### src/verilog/bcc_defines.svh
// Purpose: constants for the branch, call, clear and watchdog-restart execution block
// Assumes: included by bare name from the package and the design modules
// Notes:   offsets are AXI4-Lite byte addresses, one 32-bit word per register
`ifndef BCC_DEFINES_SVH
`define BCC_DEFINES_SVH

// ****************************************************************
// opcode patterns
// ****************************************************************
`define BCC_OPC_OVF_BRANCH   8'hE4
`define BCC_OPC_ZERO_BRANCH  8'hE0
`define BCC_OPC_SUB_CALL     7'h76
`define BCC_OPC_ZERO_FILE    7'h35
`define BCC_OPC_WDT_RESTART  16'h0004
`define BCC_CALL_SHADOW_BIT  8
`define BCC_BANK_BIT         8
`define BCC_ILO_LIMIT        8'h5F
`define BCC_ACC_HIGH_BANK    4'hF
`define BCC_ACC_LOW_BANK     4'h0
`define BCC_ZERO_BYTE        8'h00

// ****************************************************************
// program counter
// ****************************************************************
`define BCC_PC_W             21
`define BCC_PC_STEP          21'h000002
`define BCC_PC_RST           21'h000000

// ****************************************************************
// instruction phases, one-hot
// ****************************************************************
`define BCC_Q1               0
`define BCC_Q2               1
`define BCC_Q3               2
`define BCC_Q4               3
`define BCC_Q_RST            4'h1

// ****************************************************************
// register map
// ****************************************************************
`define BCC_AXI_AW           8
`define BCC_REG_CTRL         8'h00
`define BCC_REG_WORK         8'h04
`define BCC_REG_FLAGS        8'h08
`define BCC_REG_BANK         8'h0C
`define BCC_REG_INDEX        8'h10
`define BCC_REG_SHADOW       8'h14
`define BCC_REG_PC           8'h18
`define BCC_CTRL_RUN         0
`define BCC_CTRL_EXT         1
`define BCC_FLG_ZERO         0
`define BCC_FLG_OVF          1
`define BCC_FLG_PD_N         2
`define BCC_FLG_TO_N         3
`define BCC_FLAGS_RST        4'hC
`define BCC_RESP_OKAY        2'h0
`define BCC_RESP_SLVERR      2'h2

`endif

### src/verilog/bcc_pkg.sv
// Purpose: types shared by the execution block and its phase sequencer
// Assumes: bcc_defines.svh on the include path
// Notes:   states are one-hot
`include "bcc_defines.svh"
package bcc_pkg;

    typedef enum logic [1:0] {
        st_exec = 2'h1,
        st_idle = 2'h2
    } state_type;

    typedef struct packed {
        logic [3:0] q;
    } seq_state_type;

    typedef struct packed {
        state_type              state;
        logic [15:0]            ir;
        logic [`BCC_PC_W-1:0]   pc;
        logic                   run;
        logic                   ext;
        logic [7:0]             work;
        logic [3:0]             flags;
        logic [3:0]             bank_select_reg;
        logic [11:0]            idx;
        logic [7:0]             work_shadow;
        logic [3:0]             flags_shadow;
        logic [3:0]             bank_select_shadow;
        logic                   dm_we;
        logic [11:0]            dm_addr;
        logic [7:0]             dm_wdata;
        logic                   stack_push;
        logic [`BCC_PC_W-1:0]   stack_data;
        logic                   wdt_clear;
        logic                   discard;
        logic                   awrdy;
        logic                   wrdy;
        logic                   aw_have;
        logic                   w_have;
        logic [`BCC_AXI_AW-1:0] awaddr;
        logic [31:0]            wdata;
        logic [3:0]             wstrb;
        logic                   bvalid;
        logic [1:0]             bresp;
        logic                   arrdy;
        logic                   rvalid;
        logic [31:0]            rdata;
        logic [1:0]             rresp;
    } core_state_type;

endpackage : bcc_pkg

### src/verilog/phase_if.sv
// Purpose: carries the run level and the four instruction phases
// Assumes: one clock domain
// Notes:   q is one-hot, bit 0 is the first phase
`timescale 1ns/1ps
`default_nettype none
interface phase_if;
    logic       run;
    logic [3:0] q;
    modport seq  (input run, output q);
    modport core (output run, input q);
endinterface : phase_if
`default_nettype wire

### src/verilog/q_phase_seq.sv
// Purpose: four-phase instruction cycle sequencer
// Assumes: run comes from a register on the same clock
// Notes:   holds its phase while run is low
`timescale 1ns/1ps
`default_nettype none
`include "bcc_defines.svh"
module q_phase_seq (
    input  wire logic i_sys_clk,
    input  wire logic i_rst,
    phase_if.seq      ph
);
    bcc_pkg::seq_state_type r_ff;
    bcc_pkg::seq_state_type nxt_r;

    // ****************************************************************
    // phase rotation
    // ****************************************************************
    always_comb begin
        nxt_r = r_ff;
        if (ph.run) begin
            nxt_r.q = {r_ff.q[2:0], r_ff.q[3]};
        end
    end

    always_ff @(posedge i_sys_clk or posedge i_rst) begin
        if (i_rst) begin
            r_ff.q <= `BCC_Q_RST;
        end else begin
            r_ff <= nxt_r;
        end
    end

    assign ph.q = r_ff.q;
endmodule : q_phase_seq
`default_nettype wire

### src/verilog/branch_call_clear_exec.sv
// Purpose: executes overflow/zero branches, subroutine call, byte clear and watchdog restart
// Assumes: i_instr is the program word at o_pc, from logic on the same clock
// Notes:   one instruction cycle is four clocks; control and state over AXI4-Lite
//
// Design decisions made here: register access over AXI4-Lite and the placing of the registers.
`timescale 1ns/1ps
`default_nettype none
`include "bcc_defines.svh"
// Behaviour
// - overflow branch opcode taken when overflow set
// - zero branch opcode taken when zero set
// - taken target is incremented pc plus 2n
// - branch one cycle, two when taken
// - call reaches whole program space, 20-bit literal
// - call pushes pc plus four first
// - shadow bit one saves work, flags, bank
// - shadow bit zero leaves shadows untouched
// - literal loads pc bits 20 to 1
// - byte clear writes zero, sets zero flag
// - byte clear opcode 0110101 plus a, f
// - bank bit zero selects common window
// - bank bit one uses bank select register
// - extended set, a zero, f<=95 indexed
// - watchdog restart clears counter, sets flags
module branch_call_clear_exec (
    input  wire logic                   i_sys_clk,
    input  wire logic                   i_rst,
    input  wire logic [15:0]            i_instr,
    output logic      [`BCC_PC_W-1:0]   o_pc,
    output logic                        o_discard,
    output logic                        o_dm_we,
    output logic      [11:0]            o_dm_addr,
    output logic      [7:0]             o_dm_wdata,
    output logic                        o_stack_push,
    output logic      [`BCC_PC_W-1:0]   o_stack_data,
    output logic                        o_wdt_clear,
    output logic                        o_timeout_flag_n,
    output logic                        o_powerdown_flag_n,
    input  wire logic                   i_awvalid,
    output logic                        o_awready,
    input  wire logic [`BCC_AXI_AW-1:0] i_awaddr,
    input  wire logic                   i_wvalid,
    output logic                        o_wready,
    input  wire logic [31:0]            i_wdata,
    input  wire logic [3:0]             i_wstrb,
    output logic                        o_bvalid,
    input  wire logic                   i_bready,
    output logic      [1:0]             o_bresp,
    input  wire logic                   i_arvalid,
    output logic                        o_arready,
    input  wire logic [`BCC_AXI_AW-1:0] i_araddr,
    output logic                        o_rvalid,
    input  wire logic                   i_rready,
    output logic      [31:0]            o_rdata,
    output logic      [1:0]             o_rresp
);
    bcc_pkg::core_state_type r_ff;
    bcc_pkg::core_state_type nxt_r;
    phase_if                 ph ();
    logic [3:0]              pq;
    logic                    is_ovf_br;
    logic                    is_zero_br;
    logic                    is_call;
    logic                    is_zero_file;
    logic                    is_wdt;
    logic                    br_taken;
    logic [`BCC_PC_W-1:0]    br_target;
    logic [19:0]             call_lit;

    // ****************************************************************
    // byte-lane merge and data address resolution
    // ****************************************************************
    function automatic logic [31:0] lane_merge(input logic [31:0] old_v,
                                               input logic [31:0] new_v,
                                               input logic [3:0]  strb);
        logic [31:0] res;
        res = old_v;
        for (int b = 0; b < 4; b++) begin
            if (strb[b]) begin
                res[b*8 +: 8] = new_v[b*8 +: 8];
            end
        end
        return res;
    endfunction : lane_merge

    function automatic logic [11:0] file_addr(input logic       a,
                                              input logic [7:0] f,
                                              input logic       ext,
                                              input logic [3:0] bsel,
                                              input logic [11:0] idx);
        logic [11:0] res;
        if (a) begin
            res = {bsel, f};
        end else if (ext && (f <= `BCC_ILO_LIMIT)) begin
            res = idx + {4'h0, f};
        end else if (f > `BCC_ILO_LIMIT) begin
            res = {`BCC_ACC_HIGH_BANK, f};
        end else begin
            res = {`BCC_ACC_LOW_BANK, f};
        end
        return res;
    endfunction : file_addr

    // ****************************************************************
    // phase sequencer
    // ****************************************************************
    q_phase_seq u_seq (
        .i_sys_clk (i_sys_clk),
        .i_rst     (i_rst),
        .ph        (ph.seq)
    );
    assign ph.run = r_ff.run;
    assign pq     = ph.q;

    // ****************************************************************
    // decode
    // ****************************************************************
    assign is_ovf_br    = (r_ff.ir[15:8] == `BCC_OPC_OVF_BRANCH);
    assign is_zero_br   = (r_ff.ir[15:8] == `BCC_OPC_ZERO_BRANCH);
    assign is_call      = (r_ff.ir[15:9] == `BCC_OPC_SUB_CALL);
    assign is_zero_file = (r_ff.ir[15:9] == `BCC_OPC_ZERO_FILE);
    assign is_wdt       = (r_ff.ir == `BCC_OPC_WDT_RESTART);
    assign br_taken     = (is_ovf_br && r_ff.flags[`BCC_FLG_OVF]) ||
                          (is_zero_br && r_ff.flags[`BCC_FLG_ZERO]);
    assign br_target    = r_ff.pc + {{12{r_ff.ir[7]}}, r_ff.ir[7:0], 1'b0};
    assign call_lit     = {i_instr[11:0], r_ff.ir[7:0]};

    // ****************************************************************
    // next state
    // ****************************************************************
    always_comb begin
        logic [31:0] wv;
        wv                = 32'h0000_0000;
        nxt_r             = r_ff;
        nxt_r.dm_we       = 1'b0;
        nxt_r.stack_push  = 1'b0;
        nxt_r.wdt_clear   = 1'b0;
        // write channels
        if (i_awvalid && r_ff.awrdy) begin
            nxt_r.aw_have = 1'b1;
            nxt_r.awaddr  = i_awaddr;
        end
        if (i_wvalid && r_ff.wrdy) begin
            nxt_r.w_have = 1'b1;
            nxt_r.wdata  = i_wdata;
            nxt_r.wstrb  = i_wstrb;
        end
        if (r_ff.bvalid && i_bready) begin
            nxt_r.bvalid = 1'b0;
        end
        if (r_ff.aw_have && r_ff.w_have && !r_ff.bvalid) begin
            nxt_r.aw_have = 1'b0;
            nxt_r.w_have  = 1'b0;
            nxt_r.bvalid  = 1'b1;
            nxt_r.bresp   = `BCC_RESP_OKAY;
            case (r_ff.awaddr)
                `BCC_REG_CTRL: begin
                    wv = lane_merge({30'h0, r_ff.ext, r_ff.run}, r_ff.wdata, r_ff.wstrb);
                    nxt_r.run = wv[`BCC_CTRL_RUN];
                    nxt_r.ext = wv[`BCC_CTRL_EXT];
                end
                `BCC_REG_WORK: begin
                    wv = lane_merge({24'h0, r_ff.work}, r_ff.wdata, r_ff.wstrb);
                    nxt_r.work = wv[7:0];
                end
                `BCC_REG_FLAGS: begin
                    wv = lane_merge({28'h0, r_ff.flags}, r_ff.wdata, r_ff.wstrb);
                    nxt_r.flags = wv[3:0];
                end
                `BCC_REG_BANK: begin
                    wv = lane_merge({28'h0, r_ff.bank_select_reg}, r_ff.wdata, r_ff.wstrb);
                    nxt_r.bank_select_reg = wv[3:0];
                end
                `BCC_REG_INDEX: begin
                    wv = lane_merge({20'h0, r_ff.idx}, r_ff.wdata, r_ff.wstrb);
                    nxt_r.idx = wv[11:0];
                end
                `BCC_REG_SHADOW, `BCC_REG_PC: begin
                    nxt_r.bresp = `BCC_RESP_OKAY;
                end
                default: begin
                    nxt_r.bresp = `BCC_RESP_SLVERR;
                end
            endcase
        end
        nxt_r.awrdy = !nxt_r.aw_have && !nxt_r.bvalid;
        nxt_r.wrdy  = !nxt_r.w_have && !nxt_r.bvalid;
        // read channels
        if (r_ff.rvalid && i_rready) begin
            nxt_r.rvalid = 1'b0;
        end
        if (i_arvalid && r_ff.arrdy) begin
            nxt_r.rvalid = 1'b1;
            nxt_r.rresp  = `BCC_RESP_OKAY;
            case (i_araddr)
                `BCC_REG_CTRL:   nxt_r.rdata = {30'h0, r_ff.ext, r_ff.run};
                `BCC_REG_WORK:   nxt_r.rdata = {24'h0, r_ff.work};
                `BCC_REG_FLAGS:  nxt_r.rdata = {28'h0, r_ff.flags};
                `BCC_REG_BANK:   nxt_r.rdata = {28'h0, r_ff.bank_select_reg};
                `BCC_REG_INDEX:  nxt_r.rdata = {20'h0, r_ff.idx};
                `BCC_REG_SHADOW: nxt_r.rdata = {16'h0, r_ff.bank_select_shadow, r_ff.flags_shadow,
                                                r_ff.work_shadow};
                `BCC_REG_PC:     nxt_r.rdata = {11'h0, r_ff.pc};
                default: begin
                    nxt_r.rdata = 32'h0000_0000;
                    nxt_r.rresp = `BCC_RESP_SLVERR;
                end
            endcase
        end
        nxt_r.arrdy = !nxt_r.rvalid;
        // execution, after software writes so hardware sets win
        if (r_ff.run && pq[`BCC_Q1] && (r_ff.state == bcc_pkg::st_exec)) begin
            nxt_r.ir = i_instr;
            nxt_r.pc = r_ff.pc + `BCC_PC_STEP;
        end
        if (r_ff.run && pq[`BCC_Q3] && (r_ff.state == bcc_pkg::st_exec)) begin
            if (is_call) begin
                nxt_r.stack_push = 1'b1;
                nxt_r.stack_data = r_ff.pc + `BCC_PC_STEP;
                if (r_ff.ir[`BCC_CALL_SHADOW_BIT]) begin
                    nxt_r.work_shadow        = r_ff.work;
                    nxt_r.flags_shadow       = r_ff.flags;
                    nxt_r.bank_select_shadow = r_ff.bank_select_reg;
                end
            end
            if (is_wdt) begin
                nxt_r.wdt_clear              = 1'b1;
                nxt_r.flags[`BCC_FLG_TO_N]   = 1'b1;
                nxt_r.flags[`BCC_FLG_PD_N]   = 1'b1;
            end
        end
        if (r_ff.run && pq[`BCC_Q4]) begin
            if (r_ff.state == bcc_pkg::st_idle) begin
                nxt_r.state = bcc_pkg::st_exec;
            end else if (br_taken) begin
                nxt_r.pc    = br_target;
                nxt_r.state = bcc_pkg::st_idle;
            end else if (is_call) begin
                nxt_r.pc    = {call_lit, 1'b0};
                nxt_r.state = bcc_pkg::st_idle;
            end else if (is_zero_file) begin
                nxt_r.dm_we   = 1'b1;
                nxt_r.dm_wdata = `BCC_ZERO_BYTE;
                nxt_r.dm_addr = file_addr(r_ff.ir[`BCC_BANK_BIT], r_ff.ir[7:0], r_ff.ext,
                                          r_ff.bank_select_reg, r_ff.idx);
                nxt_r.flags[`BCC_FLG_ZERO] = 1'b1;
            end
        end
        nxt_r.discard = (nxt_r.state == bcc_pkg::st_idle);
    end

    always_ff @(posedge i_sys_clk or posedge i_rst) begin
        if (i_rst) begin
            r_ff       <= '0;
            r_ff.state <= bcc_pkg::st_exec;
            r_ff.pc    <= `BCC_PC_RST;
            r_ff.flags <= `BCC_FLAGS_RST;
            r_ff.awrdy <= 1'b1;
            r_ff.wrdy  <= 1'b1;
            r_ff.arrdy <= 1'b1;
        end else begin
            r_ff <= nxt_r;
        end
    end

    // ****************************************************************
    // outputs
    // ****************************************************************
    assign o_pc               = r_ff.pc;
    assign o_discard          = r_ff.discard;
    assign o_dm_we            = r_ff.dm_we;
    assign o_dm_addr          = r_ff.dm_addr;
    assign o_dm_wdata         = r_ff.dm_wdata;
    assign o_stack_push       = r_ff.stack_push;
    assign o_stack_data       = r_ff.stack_data;
    assign o_wdt_clear        = r_ff.wdt_clear;
    assign o_timeout_flag_n   = r_ff.flags[`BCC_FLG_TO_N];
    assign o_powerdown_flag_n = r_ff.flags[`BCC_FLG_PD_N];
    assign o_awready          = r_ff.awrdy;
    assign o_wready           = r_ff.wrdy;
    assign o_bvalid           = r_ff.bvalid;
    assign o_bresp            = r_ff.bresp;
    assign o_arready          = r_ff.arrdy;
    assign o_rvalid           = r_ff.rvalid;
    assign o_rdata            = r_ff.rdata;
    assign o_rresp            = r_ff.rresp;

    logic act_q3;
    logic act_q4;
    assign act_q3 = r_ff.run && pq[`BCC_Q3] && (r_ff.state == bcc_pkg::st_exec);
    assign act_q4 = r_ff.run && pq[`BCC_Q4] && (r_ff.state == bcc_pkg::st_exec);
endmodule : branch_call_clear_exec
`default_nettype wire

### config.mk
export PLATFORM = sky130hd
export DESIGN_NAME = branch_call_clear_exec
export DESIGN_NICKNAME = d
export VERILOG_FILES = /design/src/verilog/bcc_pkg.sv /design/src/verilog/phase_if.sv /design/src/verilog/q_phase_seq.sv /design/src/verilog/branch_call_clear_exec.sv
export VERILOG_INCLUDE_DIRS = /design/src /design/src/verilog
export SDC_FILE = /design/constraint.sdc
export NUM_CORES = 1
export LEC_CHECK = 0
export BUFFER_PORTS_ARGS = -buffer_cell sky130_fd_sc_hd__buf_2
export CORE_ASPECT_RATIO = 1.75
export CORE_UTILIZATION = 57
export CTS_CLUSTER_SIZE = 40
export DETAILED_ROUTE_END_ITERATION = 6
export PLACE_DENSITY_LB_ADDON = 0.12
export SLEW_MARGIN = 10
export SYNTH_ARGS = -nofsm -noshare
export SYNTH_HDL_FRONTEND = slang
export SYNTH_SLANG_ARGS = --single-unit
### constraint.sdc
create_clock -name i_sys_clk -period 7.75 [get_ports i_sys_clk]
set_input_delay 1.55 -clock i_sys_clk [delete_from_list [all_inputs] [get_ports i_sys_clk]]
set_output_delay 1.55 -clock i_sys_clk [all_outputs]
set_load 0.005 [all_outputs]
==> metrics.yaml <==
synthesis:
  synthTopCellsByArea: "dfrtp_1 (41%), mux2_2 (8.1%), buf_4 (7.3%)"
  synth-edff-count: 0
  syn_inst: 1037
  avgSynthCellArea_um2: 9.83
  synth_top_area_frac: 0.415
  syn_area_um2: 10200
  synth.distinct_cells: 72
  synthArstFlopShare: 1.00
  ys_seq_area_frac: 0.433
  yosysWarnings: 0
  ys.flop_type: "dfrtp_1"
  synth_seq_cells: 176
  synth_area_leader_cell: "dfrtp_1"
timing:
  period_share: 0.424
  relSlewSlack: 0.316
  rsz0062_at_grt: "false"
  fin_setup_tns_ps: 0
  skew_ps: 10.1
  holdWs_ps: 454
  period_minus_slack_ps: 3290
  hold_violations: 0
  worst_pin_slew_ps: 1030
  setup_viol: 0
  max_freq_mhz: 304
  drv_slew: 0
die:
  top_level_ports: 184
  num_rows: 64
  die_x_um: 103
  fp.coreArea_um2: 17500
  dieArea_um2: 18400
  fp.dieH_um: 179
  start_util: 0.584
critical_path:
  critPathMaxFanout: 12
  criticalPathCategory: "primary input to register"
  start_kind: "primary input"
  worstPathArrival_ps: 3660
  timing.rr.start: "o_pc[13]"
  critPathCaptureType: "register"
  worstPathRequired_ps: 8120
  crit_start: "i_araddr[7]"
drt:
  routedWlPerCell_um: 20.5
  finalWirelength_um: 27200
  drcViolationCount: 0
  ant_nets: 0
  viasPerCell: 5.95
  first_iter_violations: 411
  via_count: 7912
  dr.pass1.iters: 6
global_route:
  antenna_found_initial: 0
  overflow: 0
  grt_pass1_wl_um: 42100
  grt_max_degree: 117
  grtUsageTotal: 0.312
  grt_pass1_vias: 7761
cells_and_area:
  layout_commonest_cell: "dfrtp_1"
  diodes: 0
  syn_to_final_growth_pct: 7.67
  drive_gt1_frac: 0.254
  final_cell_mix: "dfrtp_1 (169), buf_2 (138), nand2_1 (137)"
  nNetsFinal: 1190
place:
  place_congestion: 0.964
  portBuffers: 138
  hpwl_um: 20600
clocking:
  clockRootBuffer: "clkbuf_16"
  path_clk_slew_ps: 70
  clock_latency_ps: 440
  postCtsSetupRepairBufs: 0
  cts_tree: "yes"
  htreeDepth: 4
  max-clock-path-buffers: 2
  cts-resized-gates: 0
  cts_sinks: 176
  ctsHoldBuffers: 0
  cts_buffers: 17
min_path:
  hp-start: "r_ff[84]"
  hold_path_class: "register to register"
power:
  p_leak_nw: 5.15
  vdd_drop_max_uv: 192
  power_density_nw_per_um2: 205
outcome:
  status: "finished, final reports clean"
flow_run:
  drv_cap: 0
layer usage:
metal	up-vias	track usage	wire length (um)
li1	3667	-	-
met1	3896	0.332	9530
met5	-	0	0
met3	84	0.0503	1230
met4	0	0.200	1760
met2	265	0.561	14700
report_power, final:
part	switching, mW	total, mW	internal (mW)
combinational	0.128	0.273	0.146
clock	0.417	0.876	0.459
sequential	0.0907	1.10	1.01
total	0.635	2.25	1.62
layout make-up:
cell class,instances,area (um2)
clock inverters,15,168
multi-input cells,730,4880
flip-flops and latches,176,4410
clock buffers,17,425
well taps,231,289
fillers,1564,6480
inverters,17,68.8
repair buffers,143,728
final timing paths:
check | endpoint | slack, ps | cells after the start
worst max-delay path | o_rdata[3] | 4460 | 7
worst min-delay path | o_awready | 450 | 1
worst max register to register | o_pc[20] | 4820 | 7
worst min register to register | o_awready | 450 | 1
max in group asynchronous | o_pc[14] | 5050 | 3
min in group asynchronous | r_ff[47] | 1350 | 2
metrics by stage:
stage / total power, mW / util / instance area (um2) / worst slack [ps] / std cells
CTS: 2.27 / 0.629 / 11000 / 4470 / 1329
global placement: 1.39 / 0.595 / 10400 / 4040 / 1297
global route: 2.35 / 0.629 / 11000 / 4330 / 1329
floorplan: 1.31 / - / 10300 / 1440 / 1059
finish: 2.25 / 0.629 / 11000 / 4460 / 1329
detailed placement: 1.40 / 0.595 / 10400 / 4030 / 1297
state kept, by name, indices dropped and copies added, names as in the netlist:
name,flops
o_rvalid,1
o_wdt_clear,1
o_discard,1
o_wready,1
o_stack_push,1
o_powerdown_flag_n,1
o_timeout_flag_n,1
o_bvalid,1
ph.run,1
o_awready,1
o_bresp,1
u_seq.ph.q,4
o_dm_we,1
call_lit,8
o_dm_addr,12
o_rresp,1
r_ff,77
o_pc,20
o_stack_data,20
o_rdata,21
o_arready,1
Yosys cell counts (all sizes together), types with 17 or more instances:
| library cell | count |
|---|---|
| o21ai | 62 |
| ha | 28 |
| clkbuf | 27 |
| xor2 | 21 |
| nor3 | 20 |
| mux2i | 20 |
| xnor2 | 36 |
| mux2 | 73 |
| buf | 107 |
| nor2 | 58 |
| a22oi | 18 |
| a21oi | 60 |
| nand2 | 137 |
| dfrtp | 169 |
| nand3 | 19 |
| inv | 17 |
worst max-delay path, cell delays in order:
cell,delay (ps)
buf_2,100
or4_4,530
or3b_4,450
nor3b_4,500
a22oi_1,180
a31oi_1,240
a21o_1,100
cells by family (layout without fill, tap and decap cells):
logic type      Yosys count  after routing  share of synthesized area
compound gates          215            215                      0.131
mux                      94             94                      0.102
simple gates            311            311                      0.149
other cells               1             23                   0.000368
buf+inv                 153            192                     0.0963
flops                   176            176                      0.433
fa+ha+maj                30             30                     0.0383
xor+xnor                 57             57                     0.0490
(Power assumes the default switching activity.)
